===== src/pkg/fp_state_consts.vh =====
`ifndef FP_STATE_CONSTS_VH
`define FP_STATE_CONSTS_VH
// flags register layout
`define FLG_WIDTH 64
`define FLG_CARRY 0
`define FLG_ONE 1
`define FLG_PARITY 2
`define FLG_ZERO3 3
`define FLG_AUX 4
`define FLG_ZERO5 5
`define FLG_ZERO_RES 6
`define FLG_SIGN 7
`define FLG_STEP 8
`define FLG_INTR 9
`define FLG_DIR 10
`define FLG_OVF 11
`define FLG_PRIV_LO 12
`define FLG_PRIV_HI 13
`define FLG_NEST 14
`define FLG_ZERO15 15
`define FLG_RESUME 16
`define FLG_V86 17
`define FLG_ALIGN 18
`define FLG_VINT 19
`define FLG_VPEND 20
`define FLG_IDENT 21
`define FLG_RSV_LO 22
`define FLG_RSV_HI 63
// writable defined-field mask, fixed-one mask, reset value
`define FLG_WMASK 64'h0000_0000_003F_7FD5
`define FLG_ONES 64'h0000_0000_0000_0002
`define FLG_RESET 64'h0000_0000_0000_0002
// application register slots
`define AR_FP_CONTROL 7'h15
`define AR_FLAGS 7'h18
`define AR_FP_STATUS_TAG 7'h1C
`define AR_FP_INSTR_PTR 7'h1D
`define AR_FP_DATA_PTR 7'h1E
`define FP_DATA_PTR_WIDTH 48
// stack top field position in the fp control register
`define STACK_TOP_LO 11
`define STACK_TOP_HI 13
// physical stack window
`define FP_STACK_PHYS_BASE 7'h08
`define FP_STACK_PHYS_LAST 7'h0F
`define FP_EXT_WIDTH 80
// extended-format exponent values
`define EXP_BIAS_EXT 15'h3FFF
`define EXP_SGL_DENORM 15'h3F81
`define EXP_DBL_DENORM 15'h3C01
`endif


===== src/rtl/fp_stack_mem.v =====
`include "fp_state_consts.vh"
module fp_stack_mem (
    // clock
    input wire clk_i,
    // write port
    input wire wr_en_i,
    input wire [2:0] wr_idx_i,
    input wire [`FP_EXT_WIDTH-1:0] wr_data_i,
    // read port
    input wire [2:0] rd_idx_i,
    output reg [`FP_EXT_WIDTH-1:0] rd_data_o
);
    reg [`FP_EXT_WIDTH-1:0] mem [0:7];

    always @(posedge clk_i)
    begin
        if (wr_en_i)
        begin
            mem[wr_idx_i] <= wr_data_i;
        end
        rd_data_o <= mem[rd_idx_i];
    end
endmodule


===== src/rtl/legacy_flags_fp_state_map.v =====
`include "fp_state_consts.vh"
module legacy_flags_fp_state_map (
    // clock and reset
    input wire clk_i,
    input wire rst_b_i,
    // application register access
    input wire ar_wr_i,
    input wire ar_rd_i,
    input wire ar_legacy_i,
    input wire [6:0] ar_idx_i,
    input wire [63:0] ar_wdata_i,
    output reg [63:0] ar_rdata_o,
    output reg ar_rvalid_o,
    output reg rsv_field_fault_o,
    // legacy instruction flags update
    input wire flags_upd_i,
    input wire [63:0] flags_upd_val_i,
    output reg [63:0] legacy_flags_o,
    // floating-point register access
    input wire fp_wr_i,
    input wire fp_rd_i,
    input wire fp_legacy_i,
    input wire [6:0] fp_reg_i,
    input wire [`FP_EXT_WIDTH-1:0] fp_wdata_i,
    input wire fp_load_sgl_i,
    input wire fp_load_dbl_i,
    output reg [`FP_EXT_WIDTH-1:0] fp_rdata_o,
    output reg fp_rvalid_o,
    output reg fp_invalid_fault_o
);
    reg rst_s1_ff;
    reg rst_s2_ff;
    wire rst_b = rst_s2_ff;

    always @(posedge clk_i or negedge rst_b_i)
    begin
        if (!rst_b_i)
        begin
            rst_s1_ff <= 1'b0;
            rst_s2_ff <= 1'b0;
        end
        else
        begin
            rst_s1_ff <= 1'b1;
            rst_s2_ff <= rst_s1_ff;
        end
    end

    reg [63:0] flags_ff;
    reg [63:0] fp_control_ff;
    reg [63:0] fp_status_tag_ff;
    reg [63:0] fp_instr_ptr_ff;
    reg [`FP_DATA_PTR_WIDTH-1:0] fp_data_ptr_ff;
    reg [63:0] nxt_flags;

    // fixed bits forced on every store so no path can disturb them
    function [63:0] clean_flags;
        input [63:0] v;
        begin
            clean_flags = (v & `FLG_WMASK) | `FLG_ONES;
        end
    endfunction

    // stack index for a register number; legacy adds the top pointer
    function [2:0] stack_slot;
        input [6:0] reg_num;
        input legacy;
        input [2:0] top;
        begin
            if (legacy)
                stack_slot = reg_num[2:0] + top;
            else
                stack_slot = reg_num[2:0];
        end
    endfunction

    wire [2:0] stack_top = fp_control_ff[`STACK_TOP_HI:`STACK_TOP_LO];
    wire fp_in_stack = (fp_reg_i >= `FP_STACK_PHYS_BASE) && (fp_reg_i <= `FP_STACK_PHYS_LAST);
    wire rsv_nonzero = |ar_wdata_i[`FLG_RSV_HI:`FLG_RSV_LO];
    wire flags_sel = (ar_idx_i == `AR_FLAGS);
    // reserved bits only fault native writes; legacy writes are masked
    wire flags_fault = ar_wr_i && flags_sel && !ar_legacy_i && rsv_nonzero;

    always @*
    begin
        nxt_flags = flags_ff;
        if (flags_upd_i)
            nxt_flags = clean_flags(flags_upd_val_i);
        if (ar_wr_i && flags_sel && !flags_fault)
            nxt_flags = clean_flags(ar_wdata_i);
    end

    always @(posedge clk_i or negedge rst_b)
    begin
        if (!rst_b)
        begin
            flags_ff <= `FLG_RESET;
            fp_control_ff <= 64'h0000_0000_0000_0000;
            fp_status_tag_ff <= 64'h0000_0000_0000_0000;
            fp_instr_ptr_ff <= 64'h0000_0000_0000_0000;
            fp_data_ptr_ff <= 48'h0000_0000_0000;
            ar_rdata_o <= 64'h0000_0000_0000_0000;
            ar_rvalid_o <= 1'b0;
            rsv_field_fault_o <= 1'b0;
            legacy_flags_o <= `FLG_RESET;
        end
        else
        begin
            flags_ff <= nxt_flags;
            legacy_flags_o <= nxt_flags;
            rsv_field_fault_o <= flags_fault;
            if (ar_wr_i)
            begin
                case (ar_idx_i)
                    `AR_FP_CONTROL: fp_control_ff <= ar_wdata_i;
                    `AR_FP_STATUS_TAG: fp_status_tag_ff <= ar_wdata_i;
                    `AR_FP_INSTR_PTR: fp_instr_ptr_ff <= ar_wdata_i;
                    `AR_FP_DATA_PTR: fp_data_ptr_ff <= ar_wdata_i[`FP_DATA_PTR_WIDTH-1:0];
                    default: ;
                endcase
            end
            ar_rvalid_o <= ar_rd_i;
            if (ar_rd_i)
            begin
                case (ar_idx_i)
                    `AR_FLAGS: ar_rdata_o <= flags_ff;
                    `AR_FP_CONTROL: ar_rdata_o <= fp_control_ff;
                    `AR_FP_STATUS_TAG: ar_rdata_o <= fp_status_tag_ff;
                    `AR_FP_INSTR_PTR: ar_rdata_o <= fp_instr_ptr_ff;
                    `AR_FP_DATA_PTR: ar_rdata_o <= {16'h0000, fp_data_ptr_ff};
                    default: ar_rdata_o <= 64'h0000_0000_0000_0000;
                endcase
            end
        end
    end

    // flags never feed the fp path: native execution ignores them
    wire [`FP_EXT_WIDTH-1:0] in_val = fp_wdata_i;
    wire [14:0] in_exp = in_val[78:64];
    wire [63:0] in_sig = in_val[63:0];
    wire is_denorm_load = (fp_load_sgl_i || fp_load_dbl_i) && (in_exp == 15'h0000)
        && (in_sig != 64'h0000_0000_0000_0000);

    // leading zero count for normalisation
    reg [6:0] lz;
    integer i;
    always @*
    begin
        lz = 7'h00;
        for (i = 0; i < 64; i = i + 1)
            if (in_sig[i])
                lz = 7'd63 - i[6:0];
    end

    wire [14:0] base_exp = fp_load_sgl_i ? `EXP_SGL_DENORM : `EXP_DBL_DENORM;
    wire [63:0] norm_sig = in_sig << lz;
    wire [14:0] norm_exp = base_exp - {8'h00, lz};

    reg [`FP_EXT_WIDTH-1:0] store_val;
    always @*
    begin
        store_val = in_val;
        if (is_denorm_load)
        begin
            if (fp_legacy_i)
                store_val = {in_val[79], norm_exp, norm_sig};
            else
                store_val = {in_val[79], base_exp, in_sig};
        end
    end

    wire [2:0] slot = stack_slot(fp_reg_i, fp_legacy_i, stack_top);
    wire [`FP_EXT_WIDTH-1:0] mem_rdata;

    // only regs 8-15 are held here; other numbers live in the core's main register file
    fp_stack_mem u_stack (
        .clk_i(clk_i),
        .wr_en_i(fp_wr_i && fp_in_stack),
        .wr_idx_i(slot),
        .wr_data_i(store_val),
        .rd_idx_i(slot),
        .rd_data_o(mem_rdata)
    );

    reg rd_pend_ff;
    reg rd_legacy_ff;
    always @(posedge clk_i or negedge rst_b)
    begin
        if (!rst_b)
        begin
            rd_pend_ff <= 1'b0;
            rd_legacy_ff <= 1'b0;
        end
        else
        begin
            rd_pend_ff <= fp_rd_i && fp_in_stack;
            rd_legacy_ff <= fp_legacy_i;
        end
    end

    // marked denormal exponents are illegal to legacy consumers
    wire mem_marked = (mem_rdata[78:64] == `EXP_SGL_DENORM || mem_rdata[78:64] == `EXP_DBL_DENORM)
        && !mem_rdata[63];

    always @(posedge clk_i or negedge rst_b)
    begin
        if (!rst_b)
        begin
            fp_rdata_o <= 80'h0000_0000_0000_0000_0000;
            fp_rvalid_o <= 1'b0;
            fp_invalid_fault_o <= 1'b0;
        end
        else
        begin
            fp_rvalid_o <= rd_pend_ff;
            if (rd_pend_ff)
                fp_rdata_o <= mem_rdata;
            fp_invalid_fault_o <= rd_pend_ff && rd_legacy_ff && mem_marked;
        end
    end
endmodule


===== config.mk =====
export PLATFORM = sky130hd
export DESIGN_NAME = legacy_flags_fp_state_map
export DESIGN_NICKNAME = d
export VERILOG_FILES = /design/src/rtl/fp_stack_mem.v /design/src/rtl/legacy_flags_fp_state_map.v
export VERILOG_INCLUDE_DIRS = /design/src /design/src/pkg
export SDC_FILE = /design/constraint.sdc
export NUM_CORES = 2
export LEC_CHECK = 0
export BUFFER_PORTS_ARGS = -buffer_cell sky130_fd_sc_hd__buf_2
export CAP_MARGIN = 20
export CORE_MARGIN = 10
export CORE_UTILIZATION = 54
export DETAILED_ROUTE_END_ITERATION = 6
export PLACE_DENSITY = 0.81
export SETUP_SLACK_MARGIN = 0.15
export SLEW_MARGIN = 20
export SYNTH_ARGS = -nofsm -noshare
export SYNTH_HDL_FRONTEND = slang
export SYNTH_SLANG_ARGS = --single-unit

===== constraint.sdc =====
create_clock -name clk_i -period 13.2 [get_ports clk_i]
set_input_delay 1.98 -clock clk_i [delete_from_list [all_inputs] [get_ports clk_i]]
set_output_delay 1.98 -clock clk_i [all_outputs]
set_load 0.1 [all_outputs]

==> summary.md <==
| Metric | Value |
|---|---|
| Status | `complete, no violations` |
| Initial Util | `54.7%` |
| Dpl ws | `5.82 ns` |
| Antenna violations before repair | `2` |
| Layout Nets | `4238` |
| Distinct cells, synth | `93` |
| Max-Cap Viols | `0` |
| Synth top area cells | `edfxtp_1, dfrtp_1, mux2_2, mux4_2, mux2i_1` |
| Largest area contributor in the netlist | `edfxtp_1` |
| XOR/XNOR Fraction of Synth Area | `0.124%` |
| Yosys warns | `0` |
| Pin count of the biggest net entering global routing | `179` |
| Worst setup EP type | `register` |
| Seq/Total Area, Yosys | `62.8%` |
| Post-synthesis mux area share | `17.1%` |
| Cells after Synth | `3731` |
| DP Cell Count | `5066` |
| CTS buffer count | `109` |
| Period utilization | `51.6%` |
| Clk_lat worst skew | `0.72 ns` |
| VDD IR-drop max | `119 µV` |
| Ratio of cells with drive above 1 in the final layout | `26.5%` |
| Fmax | `0.147 GHz` |
| WL/cell | `26.7 µm` |
| IO buf count | `352` |
| Synth top area share | `38.8%` |
| PD cells | `156 nW/µm²` |
| CP arrival | `7.11 ns` |
| Drt total wl | `141000 µm` |
| Post-synth EDFFs | `640` |
| Leakage power | `0.0227 µW` |
| Sequential cell area | `31100 µm²` |
| Clock skew | `0.0673 ns` |
| Area occupied by multi-input gates | `17000 µm²` |
| RSZ-0062 raised after global routing | `false` |
| Max clock buf depth | `3` |
| Final setup viols | `0` |
| Adder-cell share of the synthesized area | `0.0910%` |
| Core ar. | `90400 µm²` |
| Compound-Gate Fraction of Synth Area | `7.49%` |
| Via count | `33300` |
| Global route overflow | `0` |
| CTS root buffer | `clkbuf_16` |
| Avg Cell Area, Syn | `13.3 µm²` |
| Vias in the first global route | `33600` |
| Post-DR vias/cell | `6.31` |
| DRT Pass-1 Iters | `6` |
| Largest family of logic cells by synthesized area | `multiplexers` |
| Simple-gate share of the synthesized area | `8.81%` |
| Worst-margin pin slew | `1.11 ns` |
| CP most frequent cell | `mux2i_1` |
| Top-count cell post-synth | `edfxtp_1` |
| # hold bufs at CTS | `0` |
| Filler cell count | `6582` |
| Slowest cell on crit path | `a21oi_4` |
| Crit path time final | `6.80 ns` |
| CP Class | `in2reg` |
| Std cell rows | `110` |
| Final Hold Vio Count | `0` |
| GP Congestion | `1.02` |
| CP max stage delay | `0.88 ns` |
| Finished Layout Cells | `5275` |
| Setup tns final | `0 ns` |
| CTS tree | `yes` |
| CP max FO | `43` |
| Top FF cell, synth | `edfxtp_1` |
| Sink Count | `1130` |
| Antenna Nets Post-Route | `0` |
| Chip Width | `323 µm` |
| Cts repair resizes | `0` |
| Clock-pin slew on the worst setup and hold paths | `0.06 ns` |
| Setup crit start kind | `primary input` |
| Worst setup margin | `6.40 ns` |
| First-pass GRT wire length | `209000 µm` |
| Most instantiated cells after synthesis | `edfxtp_1, nand2_1, dfrtp_1` |
| Crit-path cells | `buf_2 -> inv_1 -> a221oi_1 -> or4_4 -> a31oi_4 -> o211ai_4 -> a21oi_4 -> buf_4 -> mux2i_1 -> mux2i_1 -> mux2i_1 -> mux2_2 -> a2bb2oi_1 -> o211ai_1` |
| Async S/R FF share, synth | `36.3%` |
| DR DRC count | `0` |
| Synth-to-Final Area Change | `12.6%` |
| Total track usage | `26.3%` |
| Detailed Place HPWL | `88700 µm` |
| Hold Crit Class | `reg2reg` |
| Cell area after synthesis | `49500 µm²` |
| Slew margin rel. | `25.8%` |
| Yosys reg bits | `1130` |
| DR iter-0 viols | `3748` |
| Die height | `323 µm` |
| I/O pin cnt | `445` |
| Slew Limit Fails | `0` |
| DIE AREA | `104000 µm²` |
| H-tree depth | `3` |
| Critical path required time | `13.51 ns` |
| Setup repair bufs after CTS | `0` |
==> power by group <==
group | internal, µW | leakage [µW] | switching [µW] | total, µW
Combinational | 362 | 0.00903 | 1210 | 1580
Sequential | 3920 | 0.0119 | 96.2 | 4020
Clock | 1750 | 0.00179 | 1360 | 3110
Total | 6030 | 0.0227 | 2670 | 8700
==> per-stage QoR <==
step	power (µW)	area, µm²	util (%)	hold WS (ns)
6_report	8700	55700	61.6	0.358
5_1_grt	8960	55700	61.6	0.365
4_1_cts	8730	55700	61.6	0.359
3_5_place_dp	5640	52100	57.6	0.346
3_3_place_gp	5610	52100	57.6	0.335
2_1_floorplan	5260	49600	-	0.331
==> cells by family after synthesis <==
group                      count (synthesis)
AOI/OAI and AO/OA                        545
xor gates and xnor gates                   7
adders and majority gates                  3
buffers and inverters                    369
DFF                                     1130
muxes                                    668
other                                      2
and+or+nand+nor                         1007
==> routing by layer <==
metal  wire [µm]  part of all wire (%)  global-route usage [%]
met3       12400                   8.8                    4.80
met4        5900                   4.2                    11.5
met1       54900                    39                    34.8
met5          17                 0.012                       0
met2       67500                    48                    42.3
==> registers in the layout, indices dropped and copies added, names as in the netlist <==
| register | cells |
|---|---|
| u_stack.mem | 640 |
| fp_instr_ptr_ff | 64 |
| ar_rvalid_o | 1 |
| rd_pend_ff | 1 |
| ar_rdata_o | 64 |
| fp_rdata_o | 80 |
| flags_ff | 18 |
| fp_status_tag_ff | 64 |
| fp_invalid_fault_o | 1 |
| fp_rvalid_o | 1 |
| rst_s1_ff | 1 |
| rsv_field_fault_o | 1 |
| fp_control_ff | 64 |
| rst_b | 1 |
| fp_data_ptr_ff | 48 |
| u_stack.rd_data_o | 80 |
| rd_legacy_ff | 1 |
==> cell type report <==
class | instances | area share, %
diodes | 1 | 0.00449
clock buffers | 146 | 5.45
clock inverters | 61 | 1.05
inverters | 63 | 0.424
multi-input cells | 2277 | 30.5
flip-flops and latches | 1130 | 55.8
well taps | 1176 | 2.64
repair buffers | 421 | 4.19
==> layout by cell type (no fill, tap or decap), types with 36 or more instances in the layout <==
master | Yosys | final
edfxtp_1 | 640 | 640
nor2_1 | 132 | 129
nand3_1 | 152 | 152
mux4_2 | 111 | 111
conb_1 | 2 | 47
a21oi_1 | 104 | 104
buf_2 | 29 | 352
mux2i_1 | 230 | 228
o22ai_1 | 65 | 65
clkbuf_16 | 0 | 110
o21ai_0 | 101 | 96
inv_1 | 60 | 60
nand2_1 | 568 | 565
dfxtp_1 | 80 | 80
buf_4 | 54 | 65
nor3_1 | 45 | 36
mux2_2 | 327 | 327
dfrtp_1 | 410 | 408
==> critical path: cells and delay by family <==
kind | cells | cell delay (ns)
AOI/OAI and AO/OA | 6 | 1.94
buffers and inverters | 3 | 0.99
muxes | 4 | 1.71
and+or+nand+nor | 1 | 0.44
==> worst paths after layout <==
check                      cells after the start                               to  slack [ns]                          start
setup / recovery                              14     u_stack.mem[5][47]$_DFFE_PP_        6.40                  fp_wdata_i[4]
hold / removal                                 0                  rst_b$_DFF_PN0_        0.36            rst_s1_ff$_DFF_PN0_
setup reg to reg                               9     u_stack.mem[3][23]$_DFFE_PP_        8.56  fp_control_ff[11]$_DFFE_PN0P_
hold reg to reg                                0                  rst_b$_DFF_PN0_        0.36            rst_s1_ff$_DFF_PN0_
max in group asynchronous                      2             rd_pend_ff$_DFF_PN0_       10.48                rst_b$_DFF_PN0_
min in group asynchronous                      0  fp_instr_ptr_ff[31]$_DFFE_PN0P_        0.37                rst_b$_DFF_PN0_
Power figures use the tool's default switching activity.
